File: src/logic/svd_params.svh
`ifndef SVD_PARAMS_SVH
`define SVD_PARAMS_SVH

// Register byte offsets on the APB window
`define SVD_OFF_CONTROL 8'h00
`define SVD_OFF_CORE_IRQ 8'h04
`define SVD_OFF_FLAGS 8'h08
`define SVD_OFF_ENABLES 8'h0C
`define SVD_OFF_PRIORITIES 8'h10
`define SVD_OFF_FLAG_CLEAR 8'h14

// Control register field positions
`define SVD_CTL_DIR_BIT 7
`define SVD_CTL_STABLE_BIT 5
`define SVD_CTL_EN_BIT 4
`define SVD_CTL_LEVEL_MSB 3
`define SVD_CTL_LEVEL_LSB 0

// Interrupt bit positions
`define SVD_IRQ_BIT 2
`define SVD_GIE_BIT 7

// Reset values and codes
`define SVD_CTL_RESET 8'h05
`define SVD_LEVEL_RESET 4'h5
`define SVD_LEVEL_EXTERNAL 4'hF

// Reference settle interval, in ns, and clock rate
`define SVD_SETTLE_NS 20000
`define SVD_CLK_MHZ 100
`define SVD_SETTLE_CYCLES ((`SVD_SETTLE_NS * `SVD_CLK_MHZ + 999) / 1000)

`endif

File: src/logic/svd_pkg.sv
package svd_pkg;

   // Detector control states, one-hot
   typedef enum logic [2:0] {
      ST_OFF = 3'b001,
      ST_SETTLE = 3'b010,
      ST_ARMED = 3'b100
   } svd_state_t;

   // Trip level code
   typedef logic [3:0] svd_level_t;

endpackage

File: src/logic/svd_sync.sv
`timescale 1ns/1ps

module svd_sync #(
   parameter int WIDTH = 1
) (
   input wire logic clk,
   input wire logic rst,
   input wire logic [WIDTH-1:0] d,
   output logic [WIDTH-1:0] q
);
   import svd_pkg::*;

   logic [WIDTH-1:0] s1_reg;
   logic [WIDTH-1:0] s2_reg;
   logic [WIDTH-1:0] s3_reg;
   logic [WIDTH-1:0] q_reg;
   logic [WIDTH-1:0] q_next;
   logic [WIDTH-1:0] agree;

   // A bit moves only once stages two and three agree, filtering one-cycle glitches
   assign agree = ~(s2_reg ^ s3_reg);
   assign q_next = (agree & s3_reg) | (~agree & q_reg);
   assign q = q_reg;

   // Stage one feeds stage two only
   always_ff @(posedge clk) begin
      if (rst) begin
         s1_reg <= '0;
         s2_reg <= '0;
         s3_reg <= '0;
         q_reg <= '0;
      end else begin
         s1_reg <= d;
         s2_reg <= s1_reg;
         s3_reg <= s2_reg;
         q_reg <= q_next;
      end
   end

endmodule

File: src/logic/svd_settle_timer.sv
`timescale 1ns/1ps

module svd_settle_timer #(
   parameter int SETTLE_CYCLES = 2000
) (
   input wire logic clk,
   input wire logic rst,
   input wire logic ref_on,
   output logic ref_stable
);
   import svd_pkg::*;

   localparam int CNT_W = $clog2(SETTLE_CYCLES + 1);
   localparam logic [CNT_W-1:0] LAST = CNT_W'(SETTLE_CYCLES - 1);

   logic [CNT_W-1:0] cnt_reg;
   logic [CNT_W-1:0] cnt_next;
   logic stable_reg;
   logic stable_next;
   wire logic at_last = (cnt_reg == LAST);

   // Fixed interval count
   assign cnt_next = (!ref_on) ? '0 : ((stable_reg || at_last) ? cnt_reg : cnt_reg + 1'b1);
   // Restart only from no user
   assign stable_next = ref_on & (stable_reg | at_last);
   assign ref_stable = stable_reg;

   always_ff @(posedge clk) begin
      if (rst) begin
         cnt_reg <= '0;
         stable_reg <= 1'b0;
      end else begin
         cnt_reg <= cnt_next;
         stable_reg <= stable_next;
      end
   end

   // Stable after full count
   settle_count_a: assert property (
      @(posedge clk) disable iff (rst) $rose(ref_stable) |-> $past(cnt_reg) == LAST && $past(ref_on))
      else $error("reference stable before the settle count ended");

   // Loss of all users
   settle_drop_a: assert property (
      @(posedge clk) disable iff (rst) !ref_on |=> !ref_stable ##1 (!ref_stable || $past(ref_on)))
      else $error("reference stable kept with no user");

endmodule

File: src/logic/svd_detector.sv
`timescale 1ns/1ps
`include "svd_params.svh"

// Summary of operation
// While enabled, comparator result against internal reference drives event detection.
// Four-bit level field in control bits 3..0 picks one of sixteen trip points.
// Level code 1111 routes the external detect input to the comparator.
// Crossing the trip point in the chosen direction sets the event flag.
// Software disables, writes level, then direction before re-enabling.
// Software enables, then clears the event flag left from earlier events.
// Software sets interrupt enable and global enable bit 7 when wanted.
// No event flag or interrupt until the reference-stable bit is set.
// A fixed settle interval follows enabling; short excursions may be missed.
// Settle delay restarts only after all reference users were off.
// Detector works in sleep; a crossing sets the flag and wakes.
// After wake, vectoring happens only with global interrupts enabled.
// Reset returns all detector registers to reset values, detector off.
// Software should enable only briefly for checks, to save current.
// Direction clear detects falling to/below; set detects rising to/above.
// Reference-stable bit is read-only and shows readiness to flag events.
// Event flag stays set until software clears it.
module svd_detector #(
   parameter int SETTLE_CYCLES = `SVD_SETTLE_CYCLES
) (
   input wire logic clk,
   input wire logic rst,
   input wire logic psel,
   input wire logic penable,
   input wire logic pwrite,
   input wire logic [7:0] paddr,
   input wire logic [31:0] pwdata,
   output logic [31:0] prdata,
   output logic pready,
   output logic pslverr,
   input wire logic cmp_above_async,
   input wire logic bor_ref_request_async,
   input wire logic sleep_mode,
   output svd_pkg::svd_level_t trip_level_sel,
   output logic external_input_sel,
   output logic comparator_enable,
   output logic reference_enable,
   output logic irq,
   output logic irq_high_priority,
   output logic wake_request,
   output logic vector_request
);
   import svd_pkg::*;

   ////////////////////////////////////////////////////////////////////////////
   // Declarations

   logic crossing_direction_select_reg;
   logic detector_power_enable_reg;
   svd_level_t trip_level_select_reg;
   logic global_irq_enable_reg;
   logic detector_event_flag_reg;
   logic detector_event_flag_next;
   logic detector_irq_enable_reg;
   logic detector_irq_priority_reg;
   svd_state_t state_reg;
   svd_state_t state_next;
   logic [31:0] prdata_reg;
   logic cmp_above;
   logic bor_ref_request;
   logic ref_ready;

   // Address match, shared by read and write decode
   function automatic logic addr_hit(input logic [7:0] addr, input logic [7:0] offset);
      addr_hit = (addr == offset);
   endfunction

   ////////////////////////////////////////////////////////////////////////////
   // APB decode

   // Setup phase latches read data, access phase commits writes
   wire logic setup_ph = psel & ~penable;
   wire logic access_ph = psel & penable;
   wire logic wr_access = access_ph & pwrite;
   wire logic hit_ctl = addr_hit(paddr, `SVD_OFF_CONTROL);
   wire logic hit_core = addr_hit(paddr, `SVD_OFF_CORE_IRQ);
   wire logic hit_flags = addr_hit(paddr, `SVD_OFF_FLAGS);
   wire logic hit_enables = addr_hit(paddr, `SVD_OFF_ENABLES);
   wire logic hit_prio = addr_hit(paddr, `SVD_OFF_PRIORITIES);
   wire logic hit_clear = addr_hit(paddr, `SVD_OFF_FLAG_CLEAR);
   wire logic mapped = hit_ctl | hit_core | hit_flags | hit_enables | hit_prio | hit_clear;
   wire logic wr_ctl = wr_access & hit_ctl;
   wire logic wr_core = wr_access & hit_core;
   wire logic wr_enables = wr_access & hit_enables;
   wire logic wr_prio = wr_access & hit_prio;
   wire logic flag_clear = wr_access & hit_clear & pwdata[`SVD_IRQ_BIT];

   // Zero wait states; unmapped addresses answer with an error
   assign pready = access_ph;
   assign pslverr = access_ph & ~mapped;
   assign prdata = prdata_reg;

   ////////////////////////////////////////////////////////////////////////////
   // Inputs from the analog side

   // Comparator and brown-out reference request are asynchronous to clk
   svd_sync #(
      .WIDTH(2)
   ) u_sync (
      .clk(clk),
      .rst(rst),
      .d({bor_ref_request_async, cmp_above_async}),
      .q({bor_ref_request, cmp_above})
   );

   // Shared reference users
   wire logic ref_in_use = detector_power_enable_reg | bor_ref_request;

   svd_settle_timer #(
      .SETTLE_CYCLES(SETTLE_CYCLES)
   ) u_settle (
      .clk(clk),
      .rst(rst),
      .ref_on(ref_in_use),
      .ref_stable(ref_ready)
   );

   // Read-only readiness bit
   wire logic reference_stable_flag = detector_power_enable_reg & ref_ready;

   ////////////////////////////////////////////////////////////////////////////
   // Analog control outputs

   // Trip point selection
   assign trip_level_sel = trip_level_select_reg;
   // External input routing
   assign external_input_sel = (trip_level_select_reg == `SVD_LEVEL_EXTERNAL);
   // Comparator powered while enabled
   assign comparator_enable = detector_power_enable_reg;
   assign reference_enable = detector_power_enable_reg;

   ////////////////////////////////////////////////////////////////////////////
   // Detector state machine

   // Direction selects the crossing sense
   wire logic crossing = crossing_direction_select_reg ? cmp_above : ~cmp_above;

   // Arm only once stable
   always_comb begin
      state_next = state_reg;
      case (state_reg)
         ST_OFF: begin
            if (detector_power_enable_reg) begin
               state_next = ref_ready ? ST_ARMED : ST_SETTLE;
            end
         end
         ST_SETTLE: begin
            if (!detector_power_enable_reg) begin
               state_next = ST_OFF;
            end else if (ref_ready) begin
               state_next = ST_ARMED;
            end
         end
         ST_ARMED: begin
            if (!detector_power_enable_reg) begin
               state_next = ST_OFF;
            end
         end
         default: begin
            state_next = ST_OFF;
         end
      endcase
   end

   // Flag set on crossing; set beats a same-cycle clear
   // Enable gate covers the cycle before the state falls back to off
   wire logic flag_set = (state_reg == ST_ARMED) & detector_power_enable_reg & crossing;
   // Sticky until cleared
   assign detector_event_flag_next = flag_set | (detector_event_flag_reg & ~flag_clear);

   ////////////////////////////////////////////////////////////////////////////
   // Registers

   // Every register returns to reset value, detector off
   always_ff @(posedge clk) begin
      if (rst) begin
         state_reg <= ST_OFF;
         detector_event_flag_reg <= 1'b0;
      end else begin
         state_reg <= state_next;
         detector_event_flag_reg <= detector_event_flag_next;
      end
   end

   // Control register; the stable bit is not writable
   always_ff @(posedge clk) begin
      if (rst) begin
         crossing_direction_select_reg <= 1'b0;
         detector_power_enable_reg <= 1'b0;
         trip_level_select_reg <= `SVD_LEVEL_RESET;
      end else if (wr_ctl) begin
         crossing_direction_select_reg <= pwdata[`SVD_CTL_DIR_BIT];
         detector_power_enable_reg <= pwdata[`SVD_CTL_EN_BIT];
         trip_level_select_reg <= pwdata[`SVD_CTL_LEVEL_MSB:`SVD_CTL_LEVEL_LSB];
      end
   end

   // Interrupt enable, priority and global enable
   always_ff @(posedge clk) begin
      if (rst) begin
         global_irq_enable_reg <= 1'b0;
         detector_irq_enable_reg <= 1'b0;
         detector_irq_priority_reg <= 1'b0;
      end else begin
         if (wr_core) global_irq_enable_reg <= pwdata[`SVD_GIE_BIT];
         if (wr_enables) detector_irq_enable_reg <= pwdata[`SVD_IRQ_BIT];
         if (wr_prio) detector_irq_priority_reg <= pwdata[`SVD_IRQ_BIT];
      end
   end

   ////////////////////////////////////////////////////////////////////////////
   // Read path

   // Unimplemented bits and the clear register read as zero
   wire logic [7:0] ctl_value = {crossing_direction_select_reg, 1'b0, reference_stable_flag,
                                 detector_power_enable_reg, trip_level_select_reg};
   wire logic [7:0] core_value = 8'(global_irq_enable_reg) << `SVD_GIE_BIT;
   wire logic [7:0] flags_value = 8'(detector_event_flag_reg) << `SVD_IRQ_BIT;
   wire logic [7:0] enables_value = 8'(detector_irq_enable_reg) << `SVD_IRQ_BIT;
   wire logic [7:0] prio_value = 8'(detector_irq_priority_reg) << `SVD_IRQ_BIT;
   wire logic [7:0] rd_value = hit_ctl ? ctl_value :
                               hit_core ? core_value :
                               hit_flags ? flags_value :
                               hit_enables ? enables_value :
                               hit_prio ? prio_value : 8'h00;

   // Read data captured in setup, held through access
   always_ff @(posedge clk) begin
      if (rst) begin
         prdata_reg <= 32'h00000000;
      end else if (setup_ph && !pwrite) begin
         prdata_reg <= {24'h000000, rd_value};
      end
   end

   ////////////////////////////////////////////////////////////////////////////
   // Interrupt, wake and vector requests

   // Level interrupt while an enabled flag stands
   assign irq = detector_event_flag_reg & detector_irq_enable_reg;
   assign irq_high_priority = irq & detector_irq_priority_reg;
   // Wake from sleep on an enabled event
   assign wake_request = sleep_mode & irq;
   // Vector only with global enable, and once awake
   assign vector_request = irq & global_irq_enable_reg & ~sleep_mode;

   ////////////////////////////////////////////////////////////////////////////
   // Checks

   // Rising crossing sets flag
   flag_rise_a: assert property (
      @(posedge clk) disable iff (rst)
      (state_reg == ST_ARMED && detector_power_enable_reg && crossing_direction_select_reg && cmp_above)
      |=> detector_event_flag_reg)
      else $error("rising crossing did not set the event flag");

   // Falling crossing sets flag
   flag_fall_a: assert property (
      @(posedge clk) disable iff (rst)
      (state_reg == ST_ARMED && detector_power_enable_reg && !crossing_direction_select_reg && !cmp_above)
      |=> detector_event_flag_reg)
      else $error("falling crossing did not set the event flag");

   // Flag only after stable
   flag_gate_a: assert property (
      @(posedge clk) disable iff (rst)
      $rose(detector_event_flag_reg) |-> $past(reference_stable_flag) && $past(crossing))
      else $error("event flag set before the reference was stable");

   // Flag holds without clear
   flag_sticky_a: assert property (
      @(posedge clk) disable iff (rst)
      (detector_event_flag_reg && !flag_clear) |=> detector_event_flag_reg)
      else $error("event flag dropped without a clear");

   // External select follows level write
   ext_select_a: assert property (
      @(posedge clk) disable iff (rst)
      (wr_ctl && pwdata[3:0] == 4'hF) |=> external_input_sel ##1 (external_input_sel || $past(wr_ctl)))
      else $error("level 1111 did not select the external input");

   // Level field written
   level_write_a: assert property (
      @(posedge clk) disable iff (rst)
      wr_ctl |=> trip_level_sel == $past(pwdata[3:0]))
      else $error("trip level does not match the written field");

   // Shared reference skips settling
   shared_ref_a: assert property (
      @(posedge clk) disable iff (rst)
      ($rose(detector_power_enable_reg) && ref_ready && bor_ref_request) |=> state_reg == ST_ARMED)
      else $error("detector settled again while the reference stayed on");

   // Sleep wake on event
   sleep_wake_a: assert property (
      @(posedge clk) disable iff (rst)
      (flag_set && detector_irq_enable_reg && sleep_mode) |=> (wake_request || !sleep_mode))
      else $error("crossing in sleep did not request a wake");

   // Vector needs global enable
   vector_gate_a: assert property (
      @(posedge clk) disable iff (rst)
      vector_request |-> global_irq_enable_reg && detector_event_flag_reg && !sleep_mode)
      else $error("vector requested without global enable");

   // Armed means stable
   armed_stable_a: assert property (
      @(posedge clk) disable iff (rst)
      (state_reg == ST_ARMED && detector_power_enable_reg) |-> reference_stable_flag)
      else $error("armed without a stable reference");

   // Enable from cold settles
   settle_entry_a: assert property (
      @(posedge clk) disable iff (rst)
      ($rose(detector_power_enable_reg) && !ref_ready) |=> state_reg == ST_SETTLE)
      else $error("enable from a cold reference skipped settling");

   // No flag while settling
   settle_hold_a: assert property (
      @(posedge clk) disable iff (rst)
      (state_reg == ST_SETTLE && !detector_event_flag_reg) |=> !detector_event_flag_reg)
      else $error("event flag set while the reference settled");

   // Disable returns to off
   disable_off_a: assert property (
      @(posedge clk) disable iff (rst)
      !detector_power_enable_reg |=> state_reg == ST_OFF)
      else $error("detector stayed active after disable");

   // Disabled detector stays quiet
   disabled_quiet_a: assert property (
      @(posedge clk) disable iff (rst)
      (!detector_power_enable_reg && !detector_event_flag_reg) |=> !detector_event_flag_reg)
      else $error("event flag set while disabled");

   // Clear drops flag
   clear_drop_a: assert property (
      @(posedge clk) disable iff (rst)
      (flag_clear && !flag_set) |=> !detector_event_flag_reg)
      else $error("software clear did not drop the event flag");

   // Reset turns detector off
   reset_off_a: assert property (
      @(posedge clk) rst |=> !detector_power_enable_reg && !detector_event_flag_reg &&
                             trip_level_sel == `SVD_LEVEL_RESET && state_reg == ST_OFF)
      else $error("reset did not return the detector to its reset state");

endmodule

File: config.mk
export PLATFORM = sky130hd
export DESIGN_NAME = svd_detector
export DESIGN_NICKNAME = d
export VERILOG_FILES = /design/src/logic/svd_pkg.sv /design/src/logic/svd_sync.sv /design/src/logic/svd_settle_timer.sv /design/src/logic/svd_detector.sv
export VERILOG_INCLUDE_DIRS = /design/src /design/src/logic
export SDC_FILE = /design/constraint.sdc
export NUM_CORES = 1
export LEC_CHECK = 0
export CAP_MARGIN = 10
export CORE_MARGIN = 4
export CORE_UTILIZATION = 50
export DETAILED_ROUTE_END_ITERATION = 16
export DONT_BUFFER_PORTS = 1
export PLACE_DENSITY_LB_ADDON = 0.12
export SLEW_MARGIN = 20
export SYNTH_ARGS = -nofsm -noshare
export SYNTH_HDL_FRONTEND = slang
export SYNTH_HIERARCHICAL = 1
export SYNTH_SLANG_ARGS = --single-unit
export TNS_END_PERCENT = 50
File: constraint.sdc
create_clock -name clk -period 4.3 [get_ports clk]
set_clock_uncertainty 0.2 [all_clocks]
set_input_delay 0.43 -clock clk [delete_from_list [all_inputs] [get_ports clk]]
set_output_delay 0.43 -clock clk [all_outputs]
set_load 0.01 [all_outputs]
==> flow_metrics.tcl, run 1 <==
set metrics [dict create \
    status "finished clean" \
    p_leak_nw 0.809 \
    relSlewSlack 0.570 \
    stdcell_count 281 \
    place_ws_ps 2320 \
    cts_resized 0 \
    min_path_cells 1 \
    yosys.area_share.adder 0.00598 \
    nets 279 \
    cp-startpoint "comparator_enable" \
    ys.flop_type "dfxtp_1" \
    fin_util 0.530 \
    drt-met1-wl_microns 1940 \
    wl_per_cell_microns 15.6 \
    cp-endpoint "u_settle/cnt_reg[4]" \
    ys_types 61 \
    h-tree-depth 2 \
    insertion_delay_ps 290 \
    period_minus_slack_ps 2000 \
    core_area_sq_um 4030 \
    worst_slack_ps 2300 \
    cts_tree "built" \
    grt_max_degree 17 \
    largest_reg_flops 11 \
    first_iter_violations 111 \
    reg2reg_from "comparator_enable" \
    gp_congestion 0.780 \
    grt_pass1_wl_microns 7000 \
    cp_max_fo 9 \
    synth_top_family_by_area "simple AND/OR/NAND/NOR gates" \
    cp-end-kind "flip-flop" \
    die_h_microns 72.7 \
    rr_worst_depth 4 \
    hold_slack_ps 14.4 \
    cp.required_ps 4320 \
    async_flop_share 0 \
    fin_crit_sh 0.464 \
    finalWirelength_microns 4390 \
    placed_area_sq_um 2020 \
    die_area_sq_um 5290 \
    drc 0 \
    grt_pass1_vias 1450 \
    max_freq_ghz 0.501 \
    start_kind "flip-flop" \
    rows 23 \
    first_pass_iters 5 \
    track_usage 0.168 \
    ys_seq_area_frac 0.383 \
    area_delta_synth_final_pct 1.91 \
    start_util 0.520 \
    die_w_microns 72.7 \
    ir_drop_mv 0.288 \
    netlist_instances 229 \
    synth_edf_count 0 \
    ys_seq_elements 40 \
    io_buffer_count 0 \
    final_hold_viol_count 0 \
    cts_buffer_depth 2 \
    r2r-end "u_settle/cnt_reg[4]" \
    post_cts_buffers 0 \
    hold_buffers 1 \
    netlist_area_sq_um 2090 \
    final_antenna_net_count 0 \
    setup_viol_count_final 0 \
    placedCellCount 271 \
    wl_met3_microns 310 \
    syn_avg_cell_area_sq_um 9.14 \
    worstMarginPinSlew_ps 639 \
    p_total_mw 0.659 \
    path_class "flip-flop to flip-flop" \
    synth_xor_xnor_area_share 0.00837 \
    drt-vias-per-instance 5.93 \
    antenna_found_initial 0 \
    drive_above_1_share 0.113 \
    met2_length_microns 2120 \
    routed-via-count 1665 \
    maxCapViolations 0 \
    grt_overflow_total 0 \
    final-max-slew-violation-count 0 \
    cts_root_buffer "clkbuf_8" \
    grt_setup_unrepaired "false" \
    top_layer_used "met4" \
    cellPowerDensity_nw_per_um2 309 \
    n_antenna_cell 0 \
    yosys-mux-area-fraction 0.0389 \
    regToRegSetupSlack_ps 2300 \
    hp-class "input pin to flip-flop" \
    clk_pin_slew_ps 80 \
    yosys_warnings 6 \
    fin_area_sq_um 2130 \
    cp.arrival_ps 2020 \
    clock-sinks 40 \
    numCtsBuffers 5 \
    synth-compound-area-share 0.148 \
    hpwl_microns 3170 \
    synth_simple_gate_area_share 0.299 \
    fin_tns_setup_ps 0 \
    io-pin-count 93 \
]
-- synthesized netlist by cell type (all sizes together), types with 2 or more instances --
cell type / instances / area share
and4b: 2 / 0.010
nand2: 10 / 0.018
and2: 3 / 0.0096
clkbuf: 3 / 0.0054
nand3b: 2 / 0.013
nand2b: 7 / 0.021
o31ai: 4 / 0.014
or2: 3 / 0.0090
o211ai: 3 / 0.011
xnor2: 2 / 0.0084
and3: 2 / 0.0060
nor4: 2 / 0.0090
a211o: 2 / 0.0084
nor3: 4 / 0.020
mux2i: 7 / 0.033
dfxtp: 40 / 0.38
or4: 5 / 0.018
or3: 3 / 0.010
nor2b: 12 / 0.037
buf: 29 / 0.10
and4: 4 / 0.017
nand4: 8 / 0.027
a32oi: 6 / 0.025
o21ai: 10 / 0.024
nor2: 17 / 0.030
nand3: 6 / 0.017
a21oi: 11 / 0.026
inv: 3 / 0.0054
-- area by class of cell --
type,count,area (sq um)
Multi-Input combinational cell,178,1140
Clock inverter,2,15.0
Clock buffer,6,82.6
Tap cell,50,62.6
Fill cell,388,1900
Timing Repair Buffer,2,20.0
Inverter,3,11.3
Sequential cell,40,801
-- metal layers --
layer  track usage  up-vias
li1              -      798
met1         0.211      798
met2         0.279       67
met3        0.0523        2
met4        0.0471        0
met5             0        -
-- kinds of logic (layout without fill, tap and decap cells) --
family	Yosys count	after routing
flip-flops	40	40
other	1	25
buffers and inverters	35	13
adder cells (fa/ha/maj)	1	1
XOR/XNOR	2	2
multiplexers	8	8
AO/OA/AOI/OAI	46	46
AND/OR/NAND/NOR	96	96
-- power by group --
part / total, mW / switching [mW] / internal [mW] / leakage [nW]
clock network: 0.258 / 0.128 / 0.130 / 0.0434
registers: 0.374 / 0.00104 / 0.372 / 0.323
logic: 0.0277 / 0.0199 / 0.00787 / 0.442
-- cells in the final DEF (no fill, tap or decap), types with 4 or more instances in the layout --
cell,Yosys,final
dfxtp_1,40,40
nand2_1,10,10
mux2i_1,7,7
a32oi_1,6,6
nand3_1,5,5
nand2b_1,7,7
nand4_1,7,7
o31ai_1,4,4
nor2b_1,11,11
o21ai_0,7,7
nor2_1,17,17
conb_1,1,25
a21oi_1,11,11
clkbuf_8,0,6
or4_1,5,5
-- critical path, cell delays in order, from the launching register on --
cell and delay [ps]:
dfxtp_1 610, or2_2 230, nand2b_1 210, or4_1 560, o21ai_1 120
-- worst min-delay path by stage --
stage                     startpoint                         to  slack [ps]
global route                     rst  detector_irq_priority_reg           2
detailed placement  u_sync/s1_reg[0]           u_sync/s2_reg[0]         230
floorplan           u_sync/s1_reg[0]           u_sync/s2_reg[0]         210
finish                           rst                  prdata[7]          10
CTS                              rst                  prdata[5]         0.1
global placement    u_sync/s1_reg[0]           u_sync/s2_reg[0]         220
(Power assumes the default switching activity.)
==> run 2: changes to the inputs <==
- clock period: 4.3 -> 1.8 ns (I/O delays scaled with it)
==> run 2 against run 1 <==
Sequential power rose by 140%. Total power rose to 2.6 times the previous value. Routed wire length is 9.8% higher. Via count increased by 4.6%. Count of clock-buffer cells in the layout decreased by 1. Global-route usage rose by 2.6 points. Non-clock buffer count increased by 30. Highest routed layer unchanged.
==> flow_metrics.tcl, run 2 (synthesis gave the netlist of run 1 again) <==
set metrics [dict create \
    status "finished clean" \
    num-fill-cells 345 \
    min_path_cells 3 \
    cp.required_ps 1830 \
    placedCellCount 277 \
    numCtsBuffers 5 \
    finalWirelength_microns 4820 \
    worst_slack_ps 41.5 \
    largest_reg_flops 11 \
    area_delta_synth_final_pct 17.0 \
    r2r-end "u_settle/cnt_reg[10]" \
    crit_family "simple AND/OR/NAND/NOR gates" \
    io-pin-count 93 \
    fin_tns_setup_ps 0 \
    crit_slowest_cell "dlygate4sd3_1" \
    seq_area_sq_um 802 \
    hp-start "paddr[2]" \
    hp-class "input pin to flip-flop" \
    routed-via-count 1742 \
    cp_max_fo 5 \
    core_area_sq_um 4030 \
    cts_buffer_depth 2 \
    grt_pass1_vias 1680 \
    start_kind "input pin" \
    grt_overflow_total 0 \
    antenna_found_initial 0 \
    cellPowerDensity_nw_per_um2 701 \
    relSlewSlack 0.659 \
    period_minus_slack_ps 1760 \
    final_hold_viol_count 0 \
    worstMarginPinSlew_ps 511 \
    setup_viol_count_final 0 \
    cp-end-kind "flip-flop" \
    worstPathBufferInverterCount 2 \
    final_common_cell "dfxtp_1" \
    wl_per_cell_microns 15.5 \
    die_w_microns 72.7 \
    place_ws_ps 199 \
    grt_max_degree 20 \
    reg2reg_from "u_settle/cnt_reg[2]" \
    insertion_delay_ps 290 \
    grt_setup_unrepaired "true" \
    rr_worst_depth 3 \
    hold_path_end "prdata[7]" \
    die_area_sq_um 5290 \
    rows 23 \
    cpPeakStageDelay_ps 550 \
    h-tree-depth 2 \
    first_pass_iters 4 \
    grt_pass1_wl_microns 8120 \
    cts_root_buffer "clkbuf_8" \
    max_freq_ghz 0.569 \
    multi_input_area_sq_um 1150 \
    start_util 0.520 \
    maxCapViolations 0 \
    n_antenna_cell 0 \
    fin_crit_sh 0.977 \
    final_antenna_net_count 0 \
    fin_util 0.608 \
    hpwl_microns 3340 \
    drive_above_1_share 0.134 \
    regToRegSetupSlack_ps 190 \
    path_class "input pin to flip-flop" \
    first_iter_violations 194 \
    ir_drop_mv 0.584 \
    final_cell_mix "dfxtp_1 (39), conb_1 (25), dlygate4sd3_1 (24), nor2_1 (17), a21oi_1 (11)" \
    track_usage 0.194 \
    die_h_microns 72.7 \
    clk_pin_slew_ps 80 \
    cts_tree "built" \
    cp_cell_sequence "or3b_1 -> nor3_4 -> buf_4 -> a32oi_1 -> nor2_1 -> dlygate4sd3_1" \
    final-max-slew-violation-count 0 \
    p_leak_nw 1.01 \
    cp.arrival_ps 1790 \
    io_buffer_count 0 \
    drt-vias-per-instance 5.60 \
    gp_congestion 0.810 \
    nets 309 \
    clock-sinks 40 \
    stdcell_count 311 \
    drc 0 \
]
run 2: how the worst max path moves through the flow:
stage	end	cells after the start	start	slack [ps]
global route	prdata[3]	6	penable	-20
detailed placement	u_settle/cnt_reg[9]	3	u_settle/ref_stable	200
floorplan	u_settle/cnt_reg[4]	5	comparator_enable	140
finish	prdata[4]	6	penable	40
global placement	u_settle/cnt_reg[1]	4	u_settle/cnt_reg[1]	230
CTS	u_settle/cnt_reg[3]	4	rst	5
run 2: layer usage:
metal,vias up,global-route usage,part of all wire
li1,860,-,-
met1,817,0.247,0.42
met2,63,0.332,0.50
met3,2,0.0372,0.068
met4,0,0.0553,0.0048
met5,-,0,0
run 2: worst min-delay path, stage by stage:
cell and delay [ps]:
mux2_2 130, a32oi_1 90, nor2_1 100
run 2: final cells by class:
class / count / share of cell area
Inverter: 3 / 0.00460
Clock inverter: 3 / 0.0189
Sequential cell: 40 / 0.328
Tap cell: 50 / 0.0255
Clock buffer: 5 / 0.0281
Timing Repair Buffer: 32 / 0.125
Multi-Input combinational cell: 178 / 0.471
run 2: what timing repair did:
| action | CTS | global route |
|---|---|---|
| setup buffers | 0 | 1 |
| setup endpoints to repair | 0 | 9 |
| hold buffers | 25 | 0 |
| gates resized for setup | 0 | 4 |
| hold endpoints to repair | 32 | 0 |
run 2: metrics by stage:
step	area, sq um	power (mW)	hold WS (ps)
floorplan	2180	1.01	45.8
global placement	2060	0.969	49.5
detailed placement	2060	0.970	50.6
CTS	2430	1.73	17.2
global route	2450	1.79	57.2
finish	2450	1.72	43.1
run 2: report_power, final:
group / leakage (nW) / total, mW / internal (mW) / switching [mW]
combinational: 0.631 / 0.0818 / 0.0318 / 0.0499
sequential: 0.324 / 0.892 / 0.890 / 0.00229
clock: 0.0548 / 0.742 / 0.418 / 0.324
